### config.mk
export PLATFORM = sky130hd
export DESIGN_NAME = ident_words
export DESIGN_NICKNAME = d
export VERILOG_FILES = /design/src/design/ident_pkg.sv /design/src/design/ident_word_composer.sv /design/src/design/ident_words.sv
export SDC_FILE = /design/constraint.sdc
export NUM_CORES = 2
export LEC_CHECK = 0
export BUFFER_PORTS_ARGS = -buffer_cell sky130_fd_sc_hd__buf_2
export CAP_MARGIN = 20
export CORE_UTILIZATION = 68
export CTS_CLUSTER_SIZE = 8
export DETAILED_ROUTE_END_ITERATION = 10
export PLACE_DENSITY = 0.86
export RECOVER_POWER = 100
export REMOVE_ABC_BUFFERS = 1
export SLEW_MARGIN = 40
export SYNTH_ARGS = -nofsm -noshare
export SYNTH_HDL_FRONTEND = slang
export SYNTH_HIERARCHICAL = 1
export SYNTH_SLANG_ARGS = --single-unit
### constraint.sdc
create_clock -name ref_clk_i -period 6.1 [get_ports ref_clk_i]
set_clock_uncertainty 0.2 [all_clocks]
set_input_delay 0.305 -clock ref_clk_i [delete_from_list [all_inputs] [get_ports ref_clk_i]]
set_output_delay 0.305 -clock ref_clk_i [all_outputs]
set_load 0.1 [all_outputs]
### src/design/ident_pkg.sv
// Constants, types and word layouts for the identification words 49 to 79
package ident_pkg;

  // ----------------------------------------------------------------
  // Register byte offsets
  // ----------------------------------------------------------------
  localparam logic [7:0] OFS_CTRL = 8'h00;
  localparam logic [7:0] OFS_STATUS = 8'h04;
  localparam logic [7:0] OFS_GEOM = 8'h08;
  localparam logic [7:0] OFS_SPT = 8'h0c;
  localparam logic [7:0] OFS_CUR_CAP = 8'h10;
  localparam logic [7:0] OFS_NATIVE_LO = 8'h14;
  localparam logic [7:0] OFS_NATIVE_HI = 8'h18;
  localparam logic [7:0] OFS_FEAT_EN = 8'h1c;
  localparam logic [7:0] OFS_WINDOW = 8'h80;

  // ----------------------------------------------------------------
  // Control register fields
  // ----------------------------------------------------------------
  localparam int CTRL_BUILD_BIT = 0;
  localparam int CTRL_GEN2_BIT = 1;
  localparam int CTRL_GEN3_BIT = 2;
  localparam int CTRL_MULT_VALID_BIT = 3;
  localparam int CTRL_MULT_LSB = 8;
  localparam int CTRL_DMA_LSB = 16;
  localparam int CTRL_SENS_LSB = 24;
  localparam logic [31:0] CTRL_RST = 32'h0000_0000;
  localparam logic [31:0] CTRL_MASK = 32'hffff_ff0e;

  // ----------------------------------------------------------------
  // Fixed word contents
  // ----------------------------------------------------------------
  localparam logic [15:0] W49_CAPS = 16'h2f00;
  localparam logic [15:0] W50_CAPS = 16'h4000;
  localparam logic [15:0] W51_PIO_TIMING = 16'h0200;
  localparam logic [15:0] W52_DMA_TIMING = 16'h0200;
  localparam logic [15:0] W53_VALID = 16'h0007;
  localparam logic [15:0] W59_MULT_VALID = 16'h0100;
  localparam logic [15:0] W63_MDMA_SUPPORT = 16'h0007;
  localparam logic [15:0] W64_PIO_SUPPORT = 16'h0003;
  localparam logic [15:0] W_CYCLE_TIME = 16'h0078;
  localparam logic [15:0] W75_QUEUE = 16'h001f;
  localparam logic [15:0] W76_SATA_CAPS = 16'h1702;
  localparam logic [15:0] W78_FEAT_SUP = 16'h005e;
  localparam logic [15:0] FEAT_EN_RST = 16'h0040;
  localparam logic [15:0] ZERO_WORD = 16'h0000;

  // ----------------------------------------------------------------
  // Capacity saturation
  // ----------------------------------------------------------------
  localparam logic [47:0] SAT_LIMIT = 48'h0000_0fff_ffff;
  localparam logic [31:0] SAT_VALUE = 32'h0fff_ffff;

  // ----------------------------------------------------------------
  // Sector placement
  // ----------------------------------------------------------------
  localparam logic [7:0] FIRST_WORD = 8'h31;
  localparam int NUM_WORDS = 31;
  localparam logic [4:0] LAST_IDX = 5'h1e;

  typedef enum logic [1:0] {
    ST_IDLE = 2'b00,
    ST_FILL = 2'b01,
    ST_SEND = 2'b10
  } build_state_e;

  // Live settings frozen when a sector is built
  typedef struct packed {
    logic [15:0] cyl;
    logic [15:0] heads;
    logic [15:0] spt;
    logic [31:0] cur_cap;
    logic [31:0] user_cap;
    logic [7:0] mult;
    logic mult_valid;
    logic [7:0] dma_active;
    logic [7:0] ff_sens;
    logic gen2;
    logic gen3;
    logic [2:0] speed;
    logic [15:0] feat_en;
  } snapshot_s;

endpackage

### src/design/ident_word_composer.sv
// Combinational composer of one identification word from frozen settings
`timescale 1ns/1ns
`default_nettype none

module ident_word_composer (
  // Selection
  input wire logic [4:0] idx_i,
  input wire ident_pkg::snapshot_s snap_i,
  // Result
  output logic [15:0] word_o
);

  always_comb begin
    word_o = ident_pkg::ZERO_WORD;
    case (idx_i)
      5'h00: word_o = ident_pkg::W49_CAPS;
      5'h01: word_o = ident_pkg::W50_CAPS;
      5'h02: word_o = ident_pkg::W51_PIO_TIMING;
      5'h03: word_o = ident_pkg::W52_DMA_TIMING;
      5'h04: word_o = {snap_i.ff_sens, ident_pkg::W53_VALID[7:0]};
      5'h05: word_o = snap_i.cyl;
      5'h06: word_o = snap_i.heads;
      5'h07: word_o = snap_i.spt;
      5'h08: word_o = snap_i.cur_cap[15:0];
      5'h09: word_o = snap_i.cur_cap[31:16];
      5'h0a: begin
        word_o = {8'h00, snap_i.mult};
        if (snap_i.mult_valid) begin
          word_o = word_o | ident_pkg::W59_MULT_VALID;
        end
      end
      5'h0b: word_o = snap_i.user_cap[15:0];
      5'h0c: word_o = snap_i.user_cap[31:16];
      5'h0e: word_o = {snap_i.dma_active, ident_pkg::W63_MDMA_SUPPORT[7:0]};
      5'h0f: word_o = ident_pkg::W64_PIO_SUPPORT;
      5'h10, 5'h11, 5'h12, 5'h13: word_o = ident_pkg::W_CYCLE_TIME;
      5'h1a: word_o = ident_pkg::W75_QUEUE;
      5'h1b: word_o = ident_pkg::W76_SATA_CAPS | {12'h000, snap_i.gen3, snap_i.gen2, 2'b00};
      5'h1c: word_o = {12'h000, snap_i.speed, 1'b0};
      5'h1d: word_o = ident_pkg::W78_FEAT_SUP;
      5'h1e: word_o = snap_i.feat_en & ident_pkg::W78_FEAT_SUP;
      default: word_o = ident_pkg::ZERO_WORD;
    endcase
  end

endmodule

`default_nettype wire

### src/design/ident_words.sv
// Identification words 49 to 79: settings registers, sector build and word stream
//
// Functional notes
// - On the identify command the device returns a sector of words at fixed places.
// - Word 49 sets bits 13, 11, 10, 9 and 8.
// - Word 50 carries 01 in bits 15-14 and zero in bit 0.
// - Words 51 and 52 hold fixed legacy timing mode values.
// - Word 53 marks words 54-58, 64-70 and 88 valid; high byte is sensitivity.
// - Words 54 to 56 give current cylinders, heads and sectors per track.
// - Words 57-58 give current capacity, low half in word 57.
// - Word 59 holds multiple setting, bit 8 marks it valid, upper bits zero.
// - Words 60-61 give user addressable sectors, low half in word 60.
// - A native max above 268,435,455 reports the saturated count instead.
// - Word 63 shows active multiword DMA mode high, 7 in low byte.
// - Word 64 reports 3 in the low byte, zero above.
// - Words 65 to 68 each report 120 ns.
// - Words 69-74 are zero; word 75 reports queue depth minus one, 31.
// - Word 76 sets bits 12, 10, 9 and 8.
// - Word 76 always sets bit 1; bits 2 and 3 follow link capability.
// - Word 77 bits 3-1 show negotiated speed, other bits zero.
// - Word 78 advertises bits 6, 4, 3, 2 and 1.
// - Word 79 shows enabled features, by default only bit 6.
//
// The register offsets and the Avalon-MM register port were left to the implementer.
`timescale 1ns/1ns
`default_nettype none

module ident_words (
  // Clock, reset and enable
  input wire logic ref_clk_i,
  input wire logic reset_n_i,
  input wire logic ce_i,
  // Avalon-MM slave
  input wire logic [7:0] avs_address_i,
  input wire logic avs_read_i,
  input wire logic avs_write_i,
  input wire logic [31:0] avs_writedata_i,
  input wire logic [3:0] avs_byteenable_i,
  output logic [31:0] avs_readdata_o,
  output logic avs_waitrequest_o,
  // Live link and command state
  input wire logic ident_cmd_i,
  input wire logic [2:0] link_speed_i,
  // Word stream to the transport side
  input wire logic word_ready_i,
  output logic [15:0] word_o,
  output logic [7:0] word_index_o,
  output logic word_valid_o,
  output logic sector_done_o
);

  // ----------------------------------------------------------------
  // Helpers
  // ----------------------------------------------------------------
  function automatic logic [31:0] be_merge(input logic [31:0] old_v, input logic [31:0] new_v,
                                           input logic [3:0] be);
    logic [31:0] res;
    res = old_v;
    for (int b = 0; b < 4; b++) begin
      if (be[b]) begin
        res[b*8 +: 8] = new_v[b*8 +: 8];
      end
    end
    return res;
  endfunction

  function automatic logic in_window(input logic [7:0] addr);
    return (addr[7] == ident_pkg::OFS_WINDOW[7]) && (addr[6:2] <= ident_pkg::LAST_IDX);
  endfunction

  // ----------------------------------------------------------------
  // Declarations
  // ----------------------------------------------------------------
  logic [31:0] ctrl;
  logic [31:0] geom;
  logic [31:0] spt_reg;
  logic [31:0] cur_cap;
  logic [31:0] native_lo;
  logic [31:0] native_hi;
  logic [31:0] feat_en;
  logic snap_valid;
  ident_pkg::build_state_e state;
  logic [4:0] idx;
  logic [15:0] sector_buf [ident_pkg::NUM_WORDS];
  ident_pkg::snapshot_s snap;
  ident_pkg::snapshot_s next_snap;
  logic [15:0] word_c;
  logic [31:0] next_readdata;
  logic [47:0] native_max;
  logic wr_take;
  logic build_req;

  assign wr_take = avs_write_i && !avs_waitrequest_o;
  assign native_max = {native_hi[15:0], native_lo};
  // Build requests while busy are dropped so a sector in flight stays coherent
  assign build_req = ident_cmd_i ||
                     (wr_take && avs_address_i == ident_pkg::OFS_CTRL &&
                      avs_byteenable_i[0] && avs_writedata_i[ident_pkg::CTRL_BUILD_BIT]);

  // ----------------------------------------------------------------
  // Bus handshake
  // ----------------------------------------------------------------
  // One wait cycle per access; read data is ready in the same cycle waitrequest drops
  always_ff @(posedge ref_clk_i or negedge reset_n_i) begin
    if (!reset_n_i) begin
      avs_waitrequest_o <= 1'b1;
    end else if (ce_i) begin
      if (!avs_waitrequest_o) begin
        avs_waitrequest_o <= 1'b1;
      end else if (avs_read_i || avs_write_i) begin
        avs_waitrequest_o <= 1'b0;
      end
    end
  end

  always_comb begin
    next_readdata = 32'h0000_0000;
    if (in_window(avs_address_i)) begin
      next_readdata = {16'h0000, sector_buf[avs_address_i[6:2]]};
    end else begin
      case (avs_address_i)
        ident_pkg::OFS_CTRL: next_readdata = ctrl;
        ident_pkg::OFS_STATUS: next_readdata = {25'h0, link_speed_i, 1'b0, state, snap_valid};
        ident_pkg::OFS_GEOM: next_readdata = geom;
        ident_pkg::OFS_SPT: next_readdata = spt_reg;
        ident_pkg::OFS_CUR_CAP: next_readdata = cur_cap;
        ident_pkg::OFS_NATIVE_LO: next_readdata = native_lo;
        ident_pkg::OFS_NATIVE_HI: next_readdata = native_hi;
        ident_pkg::OFS_FEAT_EN: next_readdata = feat_en;
        default: next_readdata = 32'h0000_0000;
      endcase
    end
  end

  always_ff @(posedge ref_clk_i or negedge reset_n_i) begin
    if (!reset_n_i) begin
      avs_readdata_o <= 32'h0000_0000;
    end else if (ce_i) begin
      if (avs_read_i && avs_waitrequest_o) begin
        avs_readdata_o <= next_readdata;
      end
    end
  end

  // ----------------------------------------------------------------
  // Settings registers
  // ----------------------------------------------------------------
  always_ff @(posedge ref_clk_i or negedge reset_n_i) begin
    if (!reset_n_i) begin
      ctrl <= ident_pkg::CTRL_RST;
    end else if (ce_i) begin
      if (wr_take && avs_address_i == ident_pkg::OFS_CTRL) begin
        ctrl <= be_merge(ctrl, avs_writedata_i, avs_byteenable_i) & ident_pkg::CTRL_MASK;
      end
    end
  end

  always_ff @(posedge ref_clk_i or negedge reset_n_i) begin
    if (!reset_n_i) begin
      geom <= 32'h0000_0000;
      spt_reg <= 32'h0000_0000;
      cur_cap <= 32'h0000_0000;
    end else if (ce_i) begin
      if (wr_take && avs_address_i == ident_pkg::OFS_GEOM) begin
        geom <= be_merge(geom, avs_writedata_i, avs_byteenable_i);
      end
      if (wr_take && avs_address_i == ident_pkg::OFS_SPT) begin
        spt_reg <= be_merge(spt_reg, avs_writedata_i, avs_byteenable_i) & 32'h0000_ffff;
      end
      if (wr_take && avs_address_i == ident_pkg::OFS_CUR_CAP) begin
        cur_cap <= be_merge(cur_cap, avs_writedata_i, avs_byteenable_i);
      end
    end
  end

  always_ff @(posedge ref_clk_i or negedge reset_n_i) begin
    if (!reset_n_i) begin
      native_lo <= 32'h0000_0000;
      native_hi <= 32'h0000_0000;
    end else if (ce_i) begin
      if (wr_take && avs_address_i == ident_pkg::OFS_NATIVE_LO) begin
        native_lo <= be_merge(native_lo, avs_writedata_i, avs_byteenable_i);
      end
      if (wr_take && avs_address_i == ident_pkg::OFS_NATIVE_HI) begin
        native_hi <= be_merge(native_hi, avs_writedata_i, avs_byteenable_i) & 32'h0000_ffff;
      end
    end
  end

  always_ff @(posedge ref_clk_i or negedge reset_n_i) begin
    if (!reset_n_i) begin
      feat_en <= {16'h0000, ident_pkg::FEAT_EN_RST};
    end else if (ce_i) begin
      if (wr_take && avs_address_i == ident_pkg::OFS_FEAT_EN) begin
        // Only supported features can be enabled
        feat_en <= be_merge(feat_en, avs_writedata_i, avs_byteenable_i) &
                   {16'h0000, ident_pkg::W78_FEAT_SUP};
      end
    end
  end

  // ----------------------------------------------------------------
  // Snapshot of live state
  // ----------------------------------------------------------------
  always_comb begin
    next_snap.cyl = geom[15:0];
    next_snap.heads = geom[31:16];
    next_snap.spt = spt_reg[15:0];
    next_snap.cur_cap = cur_cap;
    if (native_max > ident_pkg::SAT_LIMIT) begin
      next_snap.user_cap = ident_pkg::SAT_VALUE;
    end else begin
      next_snap.user_cap = native_lo;
    end
    next_snap.mult = ctrl[ident_pkg::CTRL_MULT_LSB +: 8];
    next_snap.mult_valid = ctrl[ident_pkg::CTRL_MULT_VALID_BIT];
    next_snap.dma_active = ctrl[ident_pkg::CTRL_DMA_LSB +: 8];
    next_snap.ff_sens = ctrl[ident_pkg::CTRL_SENS_LSB +: 8];
    next_snap.gen2 = ctrl[ident_pkg::CTRL_GEN2_BIT];
    next_snap.gen3 = ctrl[ident_pkg::CTRL_GEN3_BIT];
    next_snap.speed = link_speed_i;
    next_snap.feat_en = feat_en[15:0];
  end

  always_ff @(posedge ref_clk_i or negedge reset_n_i) begin
    if (!reset_n_i) begin
      snap <= '0;
    end else if (ce_i) begin
      if (state == ident_pkg::ST_IDLE && build_req) begin
        snap <= next_snap;
      end
    end
  end

  ident_word_composer u_composer (
    .idx_i(idx),
    .snap_i(snap),
    .word_o(word_c)
  );

  // ----------------------------------------------------------------
  // Sector buffer
  // ----------------------------------------------------------------
  for (genvar g = 0; g < ident_pkg::NUM_WORDS; g++) begin : g_buf
    always_ff @(posedge ref_clk_i or negedge reset_n_i) begin
      if (!reset_n_i) begin
        sector_buf[g] <= ident_pkg::ZERO_WORD;
      end else if (ce_i) begin
        if (state == ident_pkg::ST_FILL && idx == 5'(g)) begin
          sector_buf[g] <= word_c;
        end
      end
    end
  end

  // ----------------------------------------------------------------
  // Build and stream sequencer
  // ----------------------------------------------------------------
  always_ff @(posedge ref_clk_i or negedge reset_n_i) begin
    if (!reset_n_i) begin
      state <= ident_pkg::ST_IDLE;
      idx <= 5'h00;
      snap_valid <= 1'b0;
      word_o <= ident_pkg::ZERO_WORD;
      word_index_o <= 8'h00;
      word_valid_o <= 1'b0;
      sector_done_o <= 1'b0;
    end else if (ce_i) begin
      sector_done_o <= 1'b0;
      case (state)
        ident_pkg::ST_IDLE: begin
          if (build_req) begin
            state <= ident_pkg::ST_FILL;
            idx <= 5'h00;
            snap_valid <= 1'b0;
          end
        end
        ident_pkg::ST_FILL: begin
          if (idx == ident_pkg::LAST_IDX) begin
            state <= ident_pkg::ST_SEND;
            idx <= 5'h00;
            snap_valid <= 1'b1;
            word_o <= sector_buf[0];
            word_index_o <= ident_pkg::FIRST_WORD;
            word_valid_o <= 1'b1;
          end else begin
            idx <= idx + 5'h01;
          end
        end
        ident_pkg::ST_SEND: begin
          if (word_valid_o && word_ready_i) begin
            if (idx == ident_pkg::LAST_IDX) begin
              state <= ident_pkg::ST_IDLE;
              idx <= 5'h00;
              word_valid_o <= 1'b0;
              sector_done_o <= 1'b1;
            end else begin
              idx <= idx + 5'h01;
              word_o <= sector_buf[idx + 5'h01];
              word_index_o <= ident_pkg::FIRST_WORD + {3'b000, idx} + 8'h01;
            end
          end
        end
        default: begin
          state <= ident_pkg::ST_IDLE;
          idx <= 5'h00;
          word_valid_o <= 1'b0;
        end
      endcase
    end
  end

endmodule

`default_nettype wire

---- Yosys cells after proc, flatten, opt, wreduce, memory -nomap -nowiden ----
Cells that the tools add are included.
cells by class
  $add $sub $neg .......................... 3
  $lt $le $gt $ge ......................... 4
  eq/ne operators ......................... 44
  multiplexer cells ....................... 39
  bitwise gates (word level) .............. 3
  reduce and logical (&&, ||, !) cells .... 114
operators by type and width
  cell                                                      count
  one-hot mux 16 bit (20 select lines)                      1
  one-hot mux 32 bit (8 select lines)                       1
  binary-select mux 16 bit (select 5 bit)                   2
  2-to-1 mux 16 bit                                         7
  == test 5 bit, second input constant                      15
  AND reduction 2 bit                                       33
  AND reduction 3 bit                                       22
  2-to-1 mux 32 bit                                         2
  > comparator 48 x 28 -> 1 bit, second input constant      1
  logical AND 1 bit                                         45
  == test 5 x 4 -> 1 bit, second input constant             8
  == test 8 x 5 -> 1 bit, second input constant             4
  one-hot mux 16 bit (2 select lines)                       1
  2-to-1 mux 8 bit                                          3
  == test 5 x 3 -> 1 bit, second input constant             4
  == test 8 x 4 -> 1 bit, second input constant             2
  one-hot mux 8 bit (2 select lines)                        1
  2-to-1 mux 5 bit                                          3
  one-hot mux 5 bit (3 select lines)                        1
  AND reduction 5 bit                                       3
  greater-or-equal comparator 6 bit, second input constant  2
  inverter 5 -> 6 bit                                       2
  == test 5 x 2 -> 1 bit, second input constant             2
  2-to-1 mux 1 bit                                          9
  25 further kinds                                          33
word-level totals
  flip-flop bits (word level) ............. 870
  output and inout port bits .............. 59

---- Depth between registers and ports, before layout ----
  depth after elaboration ................. 8
  gate-level depth with buffers ........... 14
  depth with buffers taken out ............ 7

---- Hierarchy ----
Netlist, hierarchy kept.
by module, submodules not included
  module               times used  cells an instance  area each (um2)  sequential area each (um2)
  ident_words          1           3019               42527.0          21748.4
  ident_word_composer  1           242                1769.2           0.0

---- Worst setup path before layout ----
No wires, ideal clock.
  path type ............................... register to register
  start point ............................. register idx[0]
  end point ............................... register word_o[11]
  arrival time ............................ 3.158 ns
  data required time ...................... 5.774 ns
  slack ................................... 2.616 ns
  cell stages (with the launch flop) ...... 14
  buffers on the path ..................... 7
  period minus slack after synthesis ...... 3.484 ns
  cells stage by stage .................... dfrtp_1 buf_2 buf_4 buf_4 buf_2 inv_1 ha_1 buf_2 buf_2 clkbuf_1 mux4_2 nand2_1 nand4_1 a2bb2oi_1
on the way
  longest elaborated chain between the ends .. 8
RTL lines
  item                                                  line                text
  start: declaration                                    ident_words.sv:83   logic [4:0] idx;
  start signal: assignment                              ident_words.sv:287  idx <= idx + 5'h01;
  start signal: assignment                              ident_words.sv:298  idx <= idx + 5'h01;
  adder 5 x 1 -> 5 bit                                  ident_words.sv:299  word_o <= sector_buf[idx + 5'h01];
  inverter 5 -> 6 bit (not written as such)             ident_words.sv:299
  binary-select mux 16 bit (select 5 bit)               ident_words.sv:299
  2-to-1 mux 16 bit (not written as such) (2 in a row)  ident_words.sv:299
  2-to-1 mux 16 bit                                     ident_words.sv:292  if (idx == ident_pkg::LAST_IDX) begin
  2-to-1 mux 16 bit                                     ident_words.sv:291  if (word_valid_o && word_ready_i) begin
  one-hot mux 16 bit (2 select lines)                   ident_words.sv:270  case (state)
  end signal: assignment                                ident_words.sv:264  word_o <= ident_pkg::ZERO_WORD;
  end signal: assignment                                ident_words.sv:283  word_o <= sector_buf[0];
  end signal: assignment                                ident_words.sv:299
  end: declaration                                      ident_words.sv:46   output logic [15:0] word_o,
Parallel ways exist; a longest one is shown, timed or not. The select of a mux whose other input is x is not followed.
A chain may end at the register's enable or synchronous reset.

---- Final worst setup path ----
  start point ............................. register idx[2]
  end point ............................... register sector_buf[321] in the netlist's numbering
on the way
  longest elaborated chain between the ends .. 3
RTL lines
  item                                                             line                       text
  == test 5 bit / == test 5 x 2 -> 1 bit (equally long branches)   ident_word_composer.sv:15  case (idx_i)
  OR reduction 4 bit / OR reduction 2 bit (equally long branches)  -
  one-hot mux 16 bit (20 select lines) (*)                         ident_word_composer.sv:15
  named net word_c[1]                                              ident_words.sv:87          logic [15:0] word_c;
  end signal: indexed assignment                                   ident_words.sv:247         sector_buf[g] <= ident_pkg::ZERO_WORD;
  end signal: indexed assignment                                   ident_words.sv:250         sector_buf[g] <= word_c;
  end: declaration                                                 ident_words.sv:84          logic [15:0] sector_buf [ident_pkg::NUM_WORDS];
Mark *: on every way through the listed nets, which the timed path passes. The rest lies on a longest branch.

==> impl_metrics.toml <==
[synth]
ys_seq_area_share_pct = 49.1
synth-compound-area-share_pct = 6.49
synth-xor-area-share_pct = 0.0989
synth_fa_ha_area_share_pct = 0.254
syn_avg_cell_area_um2 = 13.6
ys.flop_type = "dfrtp_1"
muxShareOfSynthArea_pct = 34.1
ys_async_sr_fraction_pct = 100
synth_cell_type_count = 90
synth_edf_count = 0
synth-simple-area-share_pct = 6.25
netlist_area_mm2 = 0.0443
syn_inst = 3261
synth_top_family_by_area = "multiplexers"
ys_ff_latch = 869
ys_warn_count = 6

[route]
wl_um = 145000
dr.pass1.iters = 6
via_per_inst = 7.56
drc_errors = 0
detail-route-antenna-nets = 0
post_drt_wl_per_cell_um = 34.0
drtIter0Drc = 4410
via_count = 32100

[grt]
grtUsageTotal_pct = 44.4
antenna_found_initial = 1
grt_overflow = 0
grt_max_degree = 108
grt_pass1_wl_um = 215000
grt_pass1_vias = 33500

[sta]
whs_ns = 0.0750
post-route-min-period_ns = 5.08
fmax_mhz = 197
rsz0062_at_grt = "no"
slew_violations = 282
tightestPinTransition_ns = 2.61
timing.slew.headroom_pct = -74.0
finalCritPeriodShare_pct = 83.3
hold_violations = 0
setup_viol = 0

[die]
initial_core_util_pct = 68.7
num_rows = 93
pin_count = 113
die-area_mm2 = 0.0662
fp.coreArea_mm2 = 0.0645
die_w_um = 257
die_h_um = 257

[cts]
path_clk_slew_ns = 0.05
root_buffer = "clkbuf_16"
numCtsBuffers = 118
post_cts.repair.setup_buffers = 0
htreeDepth = 3
clk_path_buf_depth = 3
cts_tree = "yes"
insertion_delay_ns = 0.70
clock-sinks = 869

[worst_setup_path]
required_ns = 6.51
path_max_fanout = 31
path_class = "reg -> reg"
setup.worst_path.start_class = "flip-flop"
cp-end-kind = "flip-flop"
critPathArrivalTime_ns = 5.50

[final_layout]
regMostFlops = "sector_buf"
top_regs = "sector_buf (496), snap (147)"
areaGrowthSynthToFinish_pct = 11.0
nets = 3430
stdcell_count = 4253
final_util_pct = 76.3
largest_reg_flops = 496
num-fill-cells = 3779
drive_above_1_share_pct = 39.0

[min_path]
hold_path.class = "in -> reg"

[placed_design]
dp_hpwl_um = 91300
routabilityCongestion = 0.966
io_buffers = 111
placed_cells = 4049

[power]
p_leak_nw = 22.5
irDropWorstVdd_v = 0.000398
p_per_area_mw_per_mm2 = 341
total_power_mw = 16.8

[status]
violations = "capacitance limit, slew limit"
outcome = "finished with violations"

[flow_run]
drv_cap = 11
where the power goes:
group	internal (mW)	switching (mW)
Sequential	6.19	0.425
Combinational	1.38	2.89
Clock	3.47	2.43
path summary, 6_finish.rpt:
check	start	end	slack (ns)	cells past startpoint
worst max-delay path	idx[2]	sector_buf[321]	1.02	6
worst min-delay path	avs_address_i[0]	state[0]	0.07	5
worst max register to register	idx[2]	sector_buf[321]	1.02	6
worst min register to register	snap[16]	snap[16]	0.28	1
max in group asynchronous	reset_n_i	sector_buf[342]	1.68	5
min in group asynchronous	reset_n_i	avs_readdata_o[27]	1.31	3
routing by layer:
metal	track usage (%)	vias to the layer above	share of wire, %	wire (µm)
met4	35.2	0	9.3	13400
li1	-	12500	-	-
met1	54.8	16400	34	49000
met5	0	-	0	0
met2	65.8	2501	45	65000
met3	12.9	782	12	17200
layout make-up:
class	instances	area, µm²	share of cell area [%]
Clock buffer	143	3080	6.26
Multi-Input combinational cell	2067	21000	42.7
Timing Repair Buffer	265	2000	4.07
Antenna cell	2	5.00	0.0102
Sequential cell	869	21800	44.2
Clock inverter	6	96.3	0.196
Inverter	46	173	0.351
Tap cell	855	1070	2.18
kinds of logic (layout without fill, tap and decap cells):
logic type               count (synthesis)  after routing
flip-flops                             869            869
AND/OR/NAND/NOR                        526            526
other                                    1              3
adder cells (fa/ha/maj)                  9              9
XOR/XNOR                                 5              5
multiplexers                          1123           1123
AO/OA/AOI/OAI                          403            403
buffers and inverters                  325            460
timing repair:
item,CTS,global route
endpoints found under the hold margin,255,43
gates resized for setup,0,0
hold buffers,47,1
worst max-delay path, cell delays in order, from the launching register on:
cell and delay (ns):
dfrtp_1 0.83, clkbuf_1 1.21, nor3b_1 1.28, a311oi_1 0.24, nand4_1 0.16, clkbuf_2 0.70
mux2_2 0.31
cells in the final DEF, fill, tap and decap left out, drive strengths merged, types with 31 or more instances in the layout:
cell type and count:
inv 46, mux2i 97, a31oi 31, a21oi 61, dlygate4sd3 48, nand3 44
mux2 795, nor2 138, clkbuf 221, dfrtp 867, o21ai 49, a22oi 88
mux4 231, buf 139, nor2b 41, nand2b 42, nand2 129
per-stage QoR:
step | instance area (µm²) | setup TNS (ns) | setup slack, ns
floorplan | 42800 | -1411.62 | -4.69
global placement | 45400 | 0 | 2.19
detailed placement | 45700 | 0 | 2.20
CTS | 49300 | 0 | 2.20
global route | 49200 | 0 | 1.04
finish | 49200 | 0 | 1.02
synthesized netlist by cell type, types with 13 or more instances:
cell type	number	area (µm²)
dfrtp_1	867	21700
mux2_2	781	8790
mux4_2	231	5200
nor2_1	126	473
nand2_1	125	469
buf_2	124	621
clkbuf_1	100	375
mux2i_1	97	971
a22oi_1	88	661
a21oi_1	61	305
o21ai_0	45	225
inv_1	43	161
nand2b_1	42	263
nand3_1	42	210
nor2b_1	41	257
buf_4	37	278
a31oi_1	31	194
a2bb2oi_1	23	201
o22ai_1	23	144
nor4_1	21	131
and3_1	19	119
nand4_1	16	100
a22o_1	14	123
buf_6	14	158
mux2_1	14	158
o2bb2ai_1	14	123
and4_1	13	114
nor3_1	13	65.1
o2111ai_1	13	114
(Power assumes the default switching activity.)
